$ cat src/vipi_map.vh
`ifndef VIPI_MAP_VH
`define VIPI_MAP_VH
// Register byte offsets
`define VIPI_CTRL 6'h00
`define VIPI_OWN_ID 6'h04
`define VIPI_BACK_LO 6'h08
`define VIPI_BACK_HI 6'h0c
`define VIPI_LOG_LO 6'h10
`define VIPI_LOG_HI 6'h14
`define VIPI_PHY_LO 6'h18
`define VIPI_PHY_HI 6'h1c
`define VIPI_CMD_LO 6'h20
`define VIPI_CMD_HI 6'h24
`define VIPI_STATUS 6'h28
`define VIPI_EXIT_LO 6'h2c
`define VIPI_EXIT_HI 6'h30
// Control bits
`define VIPI_CTRL_REGMODE 0
`define VIPI_CTRL_CLUSTER 1
`define VIPI_CTRL_ENTER 2
// Status bits
`define VIPI_ST_BUSY 0
`define VIPI_ST_EXIT 1
`define VIPI_ST_RUNNING 2
// Exit codes
`define VIPI_EX_NONE 4'h0
`define VIPI_EX_INVALID 4'h1
`define VIPI_EX_INCOMPLETE 4'h2
`define VIPI_EX_LOGICAL 4'h3
`define VIPI_EX_UNSUP 4'h4
`define VIPI_EX_PHYSICAL 4'h5
`define VIPI_EX_BACKING 4'h6
// Table entry fields
`define VIPI_PE_INUSE 63
`define VIPI_PE_SCHED 62
`define VIPI_LE_VALID 31
// Limits and offsets
`define VIPI_MAX_MAPPED 12'h0ff
`define VIPI_MAX_REGIF 12'h1ff
`define VIPI_BCAST_ID 8'hff
`define VIPI_IRR_BASE 12'h200
`define VIPI_RST_32 32'h0000_0000
`endif

$ cat src/vipi_delivery.v
// Decided for this implementation: the placing of the registers and register access over Avalon-MM.
`timescale 1ns/1ps
`include "vipi_map.vh"
module vipi_delivery #(
	parameter PA_BITS = 48
) (
	// Clock and reset
	input wire ref_clk_i,
	input wire rst_i,
	// Avalon-MM slave
	input wire [5:0] avs_address_i,
	input wire avs_read_i,
	input wire avs_write_i,
	input wire [31:0] avs_writedata_i,
	input wire [3:0] avs_byteenable_i,
	output reg [31:0] avs_readdata_o,
	output wire avs_waitrequest_o,
	// System memory
	output wire mem_req_o,
	output wire mem_we_o,
	output reg mem_lock_o,
	output wire [51:0] mem_addr_o,
	output wire [63:0] mem_wdata_o,
	input wire [63:0] mem_rdata_i,
	input wire mem_ack_i,
	// Doorbells
	output reg db_valid_o,
	output reg [11:0] db_core_o,
	output reg db_self_o,
	// Guest exit
	output reg guest_exit_o,
	output reg [3:0] exit_code_o
);
	localparam S_IDLE = 4'd0;
	localparam S_ENTRY = 4'd1;
	localparam S_DECODE = 4'd2;
	localparam S_LOG = 4'd3;
	localparam S_LOG_WAIT = 4'd4;
	localparam S_PHY = 4'd5;
	localparam S_PHY_WAIT = 4'd6;
	localparam S_IRR_RD = 4'd7;
	localparam S_IRR_WR = 4'd8;
	localparam S_IRR_WAIT = 4'd9;
	localparam S_NEXT = 4'd10;
	localparam S_FINISH = 4'd11;
	localparam S_EXIT = 4'd12;

	localparam K_DIRECT = 2'd0;
	localparam K_BCAST = 2'd1;
	localparam K_LOGIC = 2'd2;
	localparam K_SELF = 2'd3;

	// Pointer lies inside the supported physical range
	function ptr_ok;
		input [51:0] p;
		begin
			ptr_ok = ((p >> PA_BITS) == 52'h0);
		end
	endfunction

	// Byte-lane merge for register writes
	function [31:0] merge;
		input [31:0] old;
		input [31:0] wval;
		input [3:0] be;
		integer i;
		begin
			merge = old;
			for (i = 0; i < 4; i = i + 1) begin
				if (be[i]) begin
					merge[i*8 +: 8] = wval[i*8 +: 8];
				end
			end
		end
	endfunction

	reg [2:0] ctrl_r;
	reg [8:0] own_id_r;
	reg [51:0] ptr_back_r;
	reg [51:0] ptr_log_r;
	reg [51:0] ptr_phy_r;
	reg [31:0] cmd_lo_r;
	reg [31:0] cmd_hi_r;
	reg exit_flag_r;
	reg [63:0] exit_detail_r;
	reg running_r;
	reg ack_r;
	reg [3:0] state_r;
	reg [1:0] kind_r;
	reg excl_r;
	reg [8:0] idx_r;
	reg [3:0] pos_r;
	reg log_hi_r;
	reg [51:12] bp_r;
	reg sched_r;
	reg [11:0] core_r;
	reg unsched_r;
	reg [3:0] code_r;
	reg mp_start_r;
	reg mp_we_r;
	reg [51:0] mp_addr_r;
	reg [63:0] mp_wdata_r;

	wire mp_done;
	wire [63:0] mp_rdata;
	wire dg_hit;
	wire dg_bad;
	wire [11:0] dg_off;
	wire [8:0] dg_phys;

	wire busy = (state_r != S_IDLE);
	wire reg_mode = ctrl_r[`VIPI_CTRL_REGMODE];
	wire [11:0] max_idx = ptr_phy_r[11:0];
	wire [7:0] vec = cmd_lo_r[7:0];
	wire [31:0] log_ent = log_hi_r ? mp_rdata[63:32] : mp_rdata[31:0];
	wire [11:0] irr_off = `VIPI_IRR_BASE | {5'h00, vec[7:5], 4'h0};

	// Avalon handshake, command and entry writes stall while a command runs
	wire req = avs_read_i || avs_write_i;
	wire stall = avs_write_i && busy &&
		(avs_address_i == `VIPI_CMD_LO || avs_address_i == `VIPI_CTRL);
	assign avs_waitrequest_o = req && !ack_r;
	wire wr_acc = avs_write_i && ack_r;
	wire wr_cmd = wr_acc && (avs_address_i == `VIPI_CMD_LO);
	wire wr_enter = wr_acc && (avs_address_i == `VIPI_CTRL) && avs_byteenable_i[0] &&
		avs_writedata_i[`VIPI_CTRL_ENTER];
	wire clr_exit = wr_acc && (avs_address_i == `VIPI_STATUS) && avs_byteenable_i[0] &&
		avs_writedata_i[`VIPI_ST_EXIT];
	wire [31:0] ctrl_m = merge({30'h0, ctrl_r[1:0]}, avs_writedata_i, avs_byteenable_i);
	wire [31:0] own_m = merge({23'h0, own_id_r}, avs_writedata_i, avs_byteenable_i);
	wire [31:0] back_m = merge({12'h0, ptr_back_r[51:32]}, avs_writedata_i, avs_byteenable_i);
	wire [31:0] log_m = merge({12'h0, ptr_log_r[51:32]}, avs_writedata_i, avs_byteenable_i);
	wire [31:0] phy_m = merge({12'h0, ptr_phy_r[51:32]}, avs_writedata_i, avs_byteenable_i);

	vipi_mem_port u_mem_port (
		.ref_clk_i(ref_clk_i),
		.rst_i(rst_i),
		.start_i(mp_start_r),
		.we_i(mp_we_r),
		.addr_i(mp_addr_r),
		.wdata_i(mp_wdata_r),
		.done_o(mp_done),
		.rdata_o(mp_rdata),
		.mem_req_o(mem_req_o),
		.mem_we_o(mem_we_o),
		.mem_addr_o(mem_addr_o),
		.mem_wdata_o(mem_wdata_o),
		.mem_rdata_i(mem_rdata_i),
		.mem_ack_i(mem_ack_i)
	);

	vipi_dest_gen u_dest_gen (
		.reg_mode_i(reg_mode),
		.cluster_i(ctrl_r[`VIPI_CTRL_CLUSTER]),
		.dest_i(cmd_hi_r),
		.pos_i(pos_r),
		.hit_o(dg_hit),
		.bad_o(dg_bad),
		.log_off_o(dg_off),
		.phys_idx_o(dg_phys)
	);

	// Register file and bus answer
	always @(posedge ref_clk_i or posedge rst_i) begin
		if (rst_i) begin
			ack_r <= 1'b0;
			avs_readdata_o <= `VIPI_RST_32;
			ctrl_r <= 3'h0;
			own_id_r <= 9'h000;
			ptr_back_r <= 52'h0;
			ptr_log_r <= 52'h0;
			ptr_phy_r <= 52'h0;
			cmd_lo_r <= `VIPI_RST_32;
			cmd_hi_r <= `VIPI_RST_32;
		end else begin
			ack_r <= req && !ack_r && !stall;
			if (req && !ack_r && !stall) begin
				if (avs_address_i == `VIPI_CTRL) begin
					avs_readdata_o <= {29'h0, 1'b0, ctrl_r[1:0]};
				end else if (avs_address_i == `VIPI_OWN_ID) begin
					avs_readdata_o <= {23'h0, own_id_r};
				end else if (avs_address_i == `VIPI_BACK_LO) begin
					avs_readdata_o <= ptr_back_r[31:0];
				end else if (avs_address_i == `VIPI_BACK_HI) begin
					avs_readdata_o <= {12'h0, ptr_back_r[51:32]};
				end else if (avs_address_i == `VIPI_LOG_LO) begin
					avs_readdata_o <= ptr_log_r[31:0];
				end else if (avs_address_i == `VIPI_LOG_HI) begin
					avs_readdata_o <= {12'h0, ptr_log_r[51:32]};
				end else if (avs_address_i == `VIPI_PHY_LO) begin
					avs_readdata_o <= ptr_phy_r[31:0];
				end else if (avs_address_i == `VIPI_PHY_HI) begin
					avs_readdata_o <= {12'h0, ptr_phy_r[51:32]};
				end else if (avs_address_i == `VIPI_CMD_LO) begin
					avs_readdata_o <= cmd_lo_r;
				end else if (avs_address_i == `VIPI_CMD_HI) begin
					avs_readdata_o <= cmd_hi_r;
				end else if (avs_address_i == `VIPI_STATUS) begin
					avs_readdata_o <= {24'h0, exit_code_o, 1'b0, running_r, exit_flag_r, busy};
				end else if (avs_address_i == `VIPI_EXIT_LO) begin
					avs_readdata_o <= exit_detail_r[31:0];
				end else if (avs_address_i == `VIPI_EXIT_HI) begin
					avs_readdata_o <= exit_detail_r[63:32];
				end else begin
					avs_readdata_o <= `VIPI_RST_32;
				end
			end
			if (wr_acc) begin
				if (avs_address_i == `VIPI_CTRL) begin
					ctrl_r <= {1'b0, ctrl_m[1:0]};
				end else if (avs_address_i == `VIPI_OWN_ID) begin
					own_id_r <= own_m[8:0];
				end else if (avs_address_i == `VIPI_BACK_LO) begin
					ptr_back_r[31:0] <= merge(ptr_back_r[31:0], avs_writedata_i, avs_byteenable_i);
				end else if (avs_address_i == `VIPI_BACK_HI) begin
					ptr_back_r[51:32] <= back_m[19:0];
				end else if (avs_address_i == `VIPI_LOG_LO) begin
					ptr_log_r[31:0] <= merge(ptr_log_r[31:0], avs_writedata_i, avs_byteenable_i);
				end else if (avs_address_i == `VIPI_LOG_HI) begin
					ptr_log_r[51:32] <= log_m[19:0];
				end else if (avs_address_i == `VIPI_PHY_LO) begin
					ptr_phy_r[31:0] <= merge(ptr_phy_r[31:0], avs_writedata_i, avs_byteenable_i);
				end else if (avs_address_i == `VIPI_PHY_HI) begin
					ptr_phy_r[51:32] <= phy_m[19:0];
				end else if (avs_address_i == `VIPI_CMD_LO) begin
					cmd_lo_r <= merge(cmd_lo_r, avs_writedata_i, avs_byteenable_i);
				end else if (avs_address_i == `VIPI_CMD_HI) begin
					cmd_hi_r <= merge(cmd_hi_r, avs_writedata_i, avs_byteenable_i);
				end
			end
		end
	end

	// Delivery sequencer
	always @(posedge ref_clk_i or posedge rst_i) begin
		if (rst_i) begin
			state_r <= S_IDLE;
			kind_r <= K_DIRECT;
			excl_r <= 1'b0;
			idx_r <= 9'h000;
			pos_r <= 4'h0;
			log_hi_r <= 1'b0;
			bp_r <= 40'h0;
			sched_r <= 1'b0;
			core_r <= 12'h000;
			unsched_r <= 1'b0;
			code_r <= `VIPI_EX_NONE;
			running_r <= 1'b0;
			exit_flag_r <= 1'b0;
			exit_detail_r <= 64'h0;
			exit_code_o <= `VIPI_EX_NONE;
			guest_exit_o <= 1'b0;
			db_valid_o <= 1'b0;
			db_self_o <= 1'b0;
			db_core_o <= 12'h000;
			mem_lock_o <= 1'b0;
			mp_start_r <= 1'b0;
			mp_we_r <= 1'b0;
			mp_addr_r <= 52'h0;
			mp_wdata_r <= 64'h0;
		end else begin
			mp_start_r <= 1'b0;
			guest_exit_o <= 1'b0;
			db_valid_o <= 1'b0;
			db_self_o <= 1'b0;
			exit_flag_r <= exit_flag_r && !clr_exit;
			case (state_r)
			S_IDLE: begin
				if (wr_enter) begin
					state_r <= S_ENTRY;
				end else if (wr_cmd && running_r) begin
					state_r <= S_DECODE;
				end
			end
			S_ENTRY: begin
				if (!ptr_ok(ptr_back_r) || !ptr_ok(ptr_log_r) || !ptr_ok(ptr_phy_r)) begin
					code_r <= `VIPI_EX_INVALID;
					state_r <= S_EXIT;
				end else if (max_idx > (reg_mode ? `VIPI_MAX_REGIF : `VIPI_MAX_MAPPED)) begin
					code_r <= `VIPI_EX_INVALID;
					state_r <= S_EXIT;
				end else begin
					running_r <= 1'b1;
					state_r <= S_IDLE;
				end
			end
			S_DECODE: begin
				unsched_r <= 1'b0;
				excl_r <= (cmd_lo_r[19:18] == 2'b11);
				idx_r <= 9'h000;
				pos_r <= 4'h0;
				if (cmd_lo_r[10:8] != 3'h0 || cmd_lo_r[15]) begin
					code_r <= `VIPI_EX_UNSUP;
					state_r <= S_EXIT;
				end else if (cmd_lo_r[19:18] == 2'b01) begin
					kind_r <= K_SELF;
					bp_r <= ptr_back_r[51:12];
					state_r <= S_IRR_RD;
				end else if (cmd_lo_r[19:18] != 2'b00 ||
					(reg_mode ? (cmd_hi_r == 32'hffff_ffff) : (cmd_hi_r[31:24] == `VIPI_BCAST_ID))) begin
					kind_r <= K_BCAST;
					state_r <= S_PHY;
				end else if (cmd_lo_r[11]) begin
					kind_r <= K_LOGIC;
					state_r <= S_LOG;
				end else if (reg_mode && cmd_hi_r[31:9] != 23'h0) begin
					code_r <= `VIPI_EX_PHYSICAL;
					state_r <= S_EXIT;
				end else begin
					kind_r <= K_DIRECT;
					idx_r <= reg_mode ? cmd_hi_r[8:0] : {1'b0, cmd_hi_r[31:24]};
					state_r <= S_PHY;
				end
			end
			S_LOG: begin
				if (dg_bad) begin
					code_r <= `VIPI_EX_LOGICAL;
					state_r <= S_EXIT;
				end else if (!dg_hit) begin
					state_r <= S_NEXT;
				end else if (reg_mode) begin
					idx_r <= dg_phys;
					state_r <= S_PHY;
				end else begin
					mp_start_r <= 1'b1;
					mp_we_r <= 1'b0;
					mp_addr_r <= {ptr_log_r[51:12], dg_off[11:3], 3'b000};
					log_hi_r <= dg_off[2];
					state_r <= S_LOG_WAIT;
				end
			end
			S_LOG_WAIT: begin
				if (mp_done) begin
					if (!log_ent[`VIPI_LE_VALID] || log_ent[30:8] != 23'h0 ||
						log_ent[7:0] == `VIPI_BCAST_ID) begin
						code_r <= `VIPI_EX_LOGICAL;
						state_r <= S_EXIT;
					end else begin
						idx_r <= {1'b0, log_ent[7:0]};
						state_r <= S_PHY;
					end
				end
			end
			S_PHY: begin
				if (kind_r == K_BCAST && ((!reg_mode && idx_r == {1'b0, `VIPI_BCAST_ID}) ||
					(excl_r && idx_r == own_id_r))) begin
					state_r <= S_NEXT;
				end else if ({3'h0, idx_r} > max_idx) begin
					code_r <= `VIPI_EX_PHYSICAL;
					state_r <= S_EXIT;
				end else begin
					mp_start_r <= 1'b1;
					mp_we_r <= 1'b0;
					mp_addr_r <= {ptr_phy_r[51:12], idx_r, 3'b000};
					state_r <= S_PHY_WAIT;
				end
			end
			S_PHY_WAIT: begin
				if (mp_done) begin
					if (!mp_rdata[`VIPI_PE_INUSE]) begin
						if (kind_r == K_BCAST) begin
							state_r <= S_NEXT;
						end else begin
							code_r <= `VIPI_EX_PHYSICAL;
							state_r <= S_EXIT;
						end
					end else if (!ptr_ok({mp_rdata[51:12], 12'h000})) begin
						code_r <= `VIPI_EX_BACKING;
						state_r <= S_EXIT;
					end else begin
						bp_r <= mp_rdata[51:12];
						sched_r <= mp_rdata[`VIPI_PE_SCHED];
						core_r <= mp_rdata[`VIPI_PE_SCHED] ? mp_rdata[11:0] : 12'h000;
						state_r <= S_IRR_RD;
					end
				end
			end
			S_IRR_RD: begin
				mem_lock_o <= 1'b1;
				mp_start_r <= 1'b1;
				mp_we_r <= 1'b0;
				mp_addr_r <= {bp_r, irr_off};
				state_r <= S_IRR_WR;
			end
			S_IRR_WR: begin
				if (mp_done) begin
					mp_start_r <= 1'b1;
					mp_we_r <= 1'b1;
					mp_wdata_r <= mp_rdata | (64'h1 << vec[4:0]);
					state_r <= S_IRR_WAIT;
				end
			end
			S_IRR_WAIT: begin
				if (mp_done) begin
					mem_lock_o <= 1'b0;
					if (kind_r == K_SELF) begin
						db_self_o <= 1'b1;
						state_r <= S_IDLE;
					end else begin
						if (sched_r) begin
							db_valid_o <= 1'b1;
							db_core_o <= core_r;
						end else begin
							unsched_r <= 1'b1;
						end
						state_r <= S_NEXT;
					end
				end
			end
			S_NEXT: begin
				if (kind_r == K_BCAST) begin
					if ({3'h0, idx_r} >= max_idx) begin
						state_r <= S_FINISH;
					end else begin
						idx_r <= idx_r + 9'h001;
						state_r <= S_PHY;
					end
				end else if (kind_r == K_LOGIC && pos_r != 4'hf) begin
					pos_r <= pos_r + 4'h1;
					state_r <= S_LOG;
				end else begin
					state_r <= S_FINISH;
				end
			end
			S_FINISH: begin
				if (unsched_r) begin
					code_r <= `VIPI_EX_INCOMPLETE;
					state_r <= S_EXIT;
				end else begin
					state_r <= S_IDLE;
				end
			end
			S_EXIT: begin
				exit_flag_r <= 1'b1;
				exit_code_o <= code_r;
				exit_detail_r <= {cmd_hi_r, cmd_lo_r};
				guest_exit_o <= 1'b1;
				running_r <= 1'b0;
				mem_lock_o <= 1'b0;
				state_r <= S_IDLE;
			end
			default: begin
				state_r <= S_IDLE;
			end
			endcase
		end
	end
endmodule

$ cat src/vipi_mem_port.v
`timescale 1ns/1ps
module vipi_mem_port (
	// Clock and reset
	input wire ref_clk_i,
	input wire rst_i,
	// Request from sequencer
	input wire start_i,
	input wire we_i,
	input wire [51:0] addr_i,
	input wire [63:0] wdata_i,
	output reg done_o,
	output reg [63:0] rdata_o,
	// Memory side
	output reg mem_req_o,
	output reg mem_we_o,
	output reg [51:0] mem_addr_o,
	output reg [63:0] mem_wdata_o,
	input wire [63:0] mem_rdata_i,
	input wire mem_ack_i
);
	// Holds one request until the memory acknowledges it
	always @(posedge ref_clk_i or posedge rst_i) begin
		if (rst_i) begin
			mem_req_o <= 1'b0;
			mem_we_o <= 1'b0;
			mem_addr_o <= 52'h0;
			mem_wdata_o <= 64'h0;
			done_o <= 1'b0;
			rdata_o <= 64'h0;
		end else begin
			done_o <= 1'b0;
			if (start_i && !mem_req_o) begin
				mem_req_o <= 1'b1;
				mem_we_o <= we_i;
				mem_addr_o <= addr_i;
				mem_wdata_o <= wdata_i;
			end else if (mem_req_o && mem_ack_i) begin
				mem_req_o <= 1'b0;
				done_o <= 1'b1;
				rdata_o <= mem_rdata_i;
			end
		end
	end
endmodule

$ cat src/vipi_dest_gen.v
`timescale 1ns/1ps
module vipi_dest_gen (
	// Mode
	input wire reg_mode_i,
	input wire cluster_i,
	// Destination and step
	input wire [31:0] dest_i,
	input wire [3:0] pos_i,
	// Results
	output reg hit_o,
	output reg bad_o,
	output reg [11:0] log_off_o,
	output reg [8:0] phys_idx_o
);
	reg [15:0] lid_lo;
	always @* begin
		lid_lo = 16'h0001 << dest_i[3:0];
		hit_o = 1'b0;
		bad_o = 1'b0;
		log_off_o = 12'h000;
		phys_idx_o = {dest_i[8:4], pos_i};
		if (reg_mode_i) begin
			hit_o = lid_lo[pos_i];
			bad_o = |dest_i[19:9];
		end else if (cluster_i) begin
			hit_o = !pos_i[3] && !pos_i[2] && dest_i[24 + pos_i[1:0]];
			bad_o = (dest_i[31:28] == 4'hf);
			log_off_o = {4'h0, dest_i[31:28], pos_i[1:0], 2'b00};
		end else begin
			hit_o = !pos_i[3] && dest_i[24 + pos_i[2:0]];
			log_off_o = {7'h00, pos_i[2:0], 2'b00};
		end
	end
endmodule

$ cat config.mk
export PLATFORM = sky130hd
export DESIGN_NAME = vipi_delivery
export DESIGN_NICKNAME = d
export VERILOG_FILES = /design/src/vipi_delivery.v /design/src/vipi_mem_port.v /design/src/vipi_dest_gen.v
export VERILOG_INCLUDE_DIRS = /design/src
export SDC_FILE = /design/constraint.sdc
export NUM_CORES = 2
export LEC_CHECK = 0
export ABC_AREA = 1
export ABC_CLOCK_PERIOD_IN_PS = 32400
export BUFFER_PORTS_ARGS = -buffer_cell sky130_fd_sc_hd__buf_2
export CAP_MARGIN = 20
export CORE_MARGIN = 3
export CORE_UTILIZATION = 35
export CTS_CLUSTER_DIAMETER = 40
export CTS_CLUSTER_SIZE = 14
export DETAILED_ROUTE_END_ITERATION = 10
export PLACE_DENSITY_LB_ADDON = 0.2
export SETUP_SLACK_MARGIN = 0.1
export SKIP_LAST_GASP = 1
export SYNTH_ARGS = -nofsm -noshare
export SYNTH_HDL_FRONTEND = slang
export SYNTH_SLANG_ARGS = --single-unit
$ cat constraint.sdc
create_clock -name ref_clk_i -period 32.4 [get_ports ref_clk_i]
set_input_delay 6.48 -clock ref_clk_i [delete_from_list [all_inputs] [get_ports ref_clk_i]]
set_output_delay 6.48 -clock ref_clk_i [all_outputs]
set_load 0.1 [all_outputs]
# [After elaboration in Yosys (flattened, before gate mapping)]
# Index checks and enable logic that the tools add are counted.
[totals] register_bits=730 input_bits=111 elab_cells=420
[op_classes] add_sub_neg=4 order_cmp=6 eq_ne=72 shifts=2 muxes=143 bitwise=15 n_reduce_logical=114
[ops] operator="$mux 32" count=14
[ops] operator="$mux 52" count=5
[ops] operator="$logic_not 52->1" count=4
[ops] operator="$mux 40" count=5
[ops] operator="$mux 4" count=44
[ops] operator="$pmux 52 s3" count=1
[ops] operator="$mux 9" count=14
[ops] operator="$pmux 40 s2" count=1
[ops] operator="$lt 32x6->1 const B" count=2
[ops] operator="$or 64x64->64" count=1
[ops] operator="$shl 1x5->64 const A" count=1
[ops] operator="$pmux 4 s12" count=1
[ops] operator="$reduce_and 12->1" count=4
[ops] operator="$reduce_bool 23->1" count=2
[ops] operator="$ne 2x2->1 const B" count=22
[ops] operator="$reduce_and 11->1" count=4
[ops] operator="$mux 1" count=40
[ops] operator="$pmux 9 s4" count=1
[ops] operator="$reduce_and 9->1" count=4
[ops] operator="$reduce_and 7->1" count=5
[ops] operator="$eq 32x32->1 const B" count=1
[ops] operator="$reduce_and 8->1" count=4
[ops] operator="$eq 6x6->1 const B" count=5
[ops] operator="$reduce_and 10->1" count=3
[ops] operator="53 further kinds" count=168

# [Logic depth before layout (Yosys ltp)]
[depth] ltp_word=14 mapped_depth=17 depth_no_buf=15

# [Hierarchy]
# From an unflattened synthesis, not the netlist that was laid out.
[hier_totals] hier_cells=4137 area_unflattened_um2=33264.4
[by_module_without_submodules] mod="vipi_delivery" instances=1 cells_per_inst=3273 area_each_um2=25719.7
[by_module_without_submodules] mod="vipi_mem_port" instances=1 cells_per_inst=791 area_each_um2=7184.4
[by_module_without_submodules] mod="vipi_dest_gen" instances=1 cells_per_inst=73 area_each_um2=360.3

# [Least setup slack after synthesis]
# OpenSTA, ideal clock, no wires.
[synth_timing] path_type="input to output" start="input avs_write_i" end="output avs_waitrequest_o" arrival_ns=7.797 slack_ns=18.123 stages=2 path_buffers=0 cell_sequence="nor2_1 -> nor2_1"
[synth_between] elab_chain_len=2
[synth_rtl] item="from (decl)" line_no="vipi_delivery.v:13" text="input wire avs_write_i,"
[synth_rtl] item="$logic_or 1x1->1" line_no="vipi_delivery.v:119" text="wire req = avs_read_i || avs_write_i;"
[synth_rtl] item="$logic_and 1x1->1" line_no="vipi_delivery.v:122" text="assign avs_waitrequest_o = req && !ack_r;"
[synth_rtl] item="to (decl)" line_no="vipi_delivery.v:17" text="output wire avs_waitrequest_o,"
# No other way between the ends.

# [Worst setup path after layout]
# Ends and elaborated chain as after synthesis.

==> impl_results.md <==
- # IOs: 282
- Synth Flop Type: dfrtp_1
- Final WL: 117000 µm
- RSZ-0062 raised after global routing: false
- Residual DRC: 0
- Cell-internal power: between 1.5 and 2 mW
- Synth cell count leaders: nand2_1, dfrtp_1, o21ai_0
- Synth top area share: 55.8%
- Power Density: ~75 nW/µm²
- Gr usage total: approximately 24%
- Mapped Cells: roughly 3800
- Gate power share: between 10% and 20%
- Post-synth EDFFs: 0
- Worst-Margin Slew: around 1.4 ns
- Setup ws final: 18.74 ns
- Hold Crit Class: reg -> reg
- Core area: between 90000 and 100000 µm²
- Crit-path slowest cell: buf_2
- Area Growth Syn to Fin: 20.2%
- H-tree levels: 3
- Crit path cell chain: buf_2 -> nor2_1 -> nor2_1 -> buf_2
- Status: completed
- Total CTS buffers: about 120
- Clk_lat worst skew: roughly 0.7 ns
- Fill count: ~9000
- Vias in the first global route: around 26000
- Die area: around 96000 µm²
- Worst-path clk slew: roughly 0.050 ns
- Initial antenna violation count: 4
- Top cells by area, synth: dfrtp_1, nand2_1, o21ai_0
- Final hold vios: 0
- RePlAce Congestion: ~0.95
- Hold slack: roughly 0.47 ns
- Port buffer count: around 280
- Row count: 110
- Crit path kind: in -> out
- Max Clk Rate: 0.0732 GHz
- Clock Tree Root: clkbuf_16
- GR Util met3: 5.51%
- Minimum clock period: between 10 and 15 ns
- Layout cells sized above 1: ~16%
- Pre-Repair DR Iteration Count: 5
- Post-CTS setup repair buffer count: 0
- Net Sw Frac: 33.4%
- Placed Cells: 5139
- First-pass GRT wire length: around 170000 µm
- Yosys top cell by area: dfrtp_1
- Clock power share: around 45%
- Fin crit share: 42.2%
- Design Power: 2.92 mW
- Busiest grt layer: met2
- Most common cell in the netlist: nand2_1
- Crit end category: output port
- DIE HEIGHT: between 300 and 400 µm
- Vias post-DR: between 20000 and 30000
- Area of the mapped netlist: ~32000 µm²
- Die Span X: a little over 300 µm
- M2 GR Usage: a little over a third
- Syn Area/Cell: approximately 8.4 µm²
- Post-DP HPWL: 84200 µm
- Layout net count: 4205
- Largest stage delay, worst path: roughly 0.44 ns
- CTS Sinks: a little over 700
- Detailed Route Iter0 Violations: approximately 2900
- Cts repair resizes: 0
- #FFs+latches synth: a little over 700
- Slew Limit Fails: 0
- Grt total ovfl: 0
- Peak supply drop: ~0.042 mV
- Top cell family by delay on the critical path: buffers and inverters
- Sequential share of power: between 30% and 40%
- Max-Cap Viols: 0
- Final Non-Filler Cells: around 5400
- Initial Utilization: a little over a third
- Yosys warns: 0
- WP data required: roughly 26 ns
- CTS Buffer Depth: 3
- Pre-CTS WS: approximately 19 ns
- Worst Skew: ~0.048 ns
- NetSw: approximately 1 mW
- Leak Pwr: between 15 and 20 nW
- Sequential share of the synthesized area: between 50% and 60%
- ANT nets after route: 0
- Met1 usage: about 36%
- Arr. time, crit path: 7.18 ns
- Worst-path fanout max: 3
- Max transition margin: approximately 8.6%
- Final setup viols: 0
- Largest net degree at the start of global routing: roughly 150
- Vias/cell: 5.16
- FFs w/ async S/R, synth: 100%
- Yosys cell types: 47
- WL per Instance: around 22 µm
- Total negative slack: 0 ns
- CP bufs+invs: 2
- CTS Hold Bufs: 0
- Worst setup SP type: input pin
- TritonCTS clock tree: built
kinds of logic after synthesis:
group / Yosys count / share of synthesized area [%]
buffers and inverters: 526 / 6.54
AO/OA/AOI/OAI: 914 / 15.5
other: 1 / 0.0116
multiplexers: 49 / 1.70
AND/OR/NAND/NOR: 1606 / 19.9
flip-flops: 722 / 55.8
XOR/XNOR: 3 / 0.0812
adder cells (fa/ha/maj): 13 / 0.502
power by group through the flow:
| stage | clock [mW] | combinational, mW | sequential (mW) |
|---|---|---|---|
| 2_1_floorplan | 0 | 0.292 | 1.15 |
| 3_3_place_gp | 0 | 0.494 | 1.13 |
| 3_5_place_dp | 0 | 0.496 | 1.13 |
| 4_1_cts | 1.32 | 0.499 | 1.12 |
| 5_1_grt | 1.36 | 0.558 | 1.13 |
| 6_report | 1.30 | 0.500 | 1.12 |
registers in the layout, summed over array words and instances (netlist names), 12 cells and up:
register / flops
mp_addr_r: 49
core_r: 12
u_mem_port.mem_wdata_o: 64
db_core_o: 12
u_mem_port.rdata_o: 64
ptr_phy_r: 52
u_mem_port.mem_addr_o: 49
exit_detail_r: 64
mp_wdata_r: 64
ptr_log_r: 52
bp_r: 40
cmd_lo_r: 32
cmd_hi_r: 32
avs_readdata_o: 32
ptr_back_r: 52
layer usage:
| metal | part of all wire (%) | vias to the layer above | wire length [µm] |
|---|---|---|---|
| met5 | 0 | - | 0 |
| met2 | 43 | 939 | 50800 |
| met4 | 2.8 | 0 | 3290 |
| met1 | 46 | 13500 | 53600 |
| li1 | - | 13100 | - |
| met3 | 8.3 | 163 | 9790 |
final timing paths:
kind | startpoint | endpoint | slack [ns] | cells past startpoint
worst max register to register | idx_r[1] | mp_addr_r[28] | 28.55 | 16
min in group asynchronous | rst_i | u_mem_port.mem_addr_o[28] | 5.98 | 2
worst max-delay path | avs_write_i | avs_waitrequest_o | 18.74 | 4
max in group asynchronous | rst_i | u_mem_port.rdata_o[41] | 23.43 | 5
worst min-delay path | avs_readdata_o[24] | avs_readdata_o[24] | 0.47 | 2
worst min register to register | avs_readdata_o[24] | avs_readdata_o[24] | 0.47 | 2
through the flow:
step | utilization [%] | cell area (µm²)
2_1_floorplan | - | 32400
4_1_cts | 42.8 | 38900
3_5_place_dp | 38.2 | 34700
5_1_grt | 42.8 | 38900
3_3_place_gp | 38.2 | 34700
6_report | 42.8 | 38900
worst min-delay path, delay by kind of cell, from the launching register on:
family | cells | cell delay [ns]
flops | 1 | 0.33
simple gates | 2 | 0.10
layout by cell type (no fill, tap or decap), types with 43 or more instances in the layout:
cell type,instances
o21ai_1,68
mux2_2,49
inv_1,320
dfrtp_1,722
nor2_1,225
a22oi_1,43
nand3_1,103
clkbuf_16,116
nand2_1,1178
a21oi_1,136
o21ai_0,528
buf_2,277
layout make-up:
| cell class | count | area [µm²] | area share, % |
|---|---|---|---|
| inverters | 339 | 1280 | 3.29 |
| well taps | 1176 | 1470 | 3.78 |
| multi-input cells | 2589 | 12200 | 31.5 |
| diodes | 3 | 7.51 | 0.0193 |
| clock inverters | 96 | 1180 | 3.03 |
| clock buffers | 123 | 2960 | 7.61 |
| flip-flops and latches | 722 | 18100 | 46.4 |
| repair buffers | 314 | 1700 | 4.36 |
(Power assumes the default switching activity.)
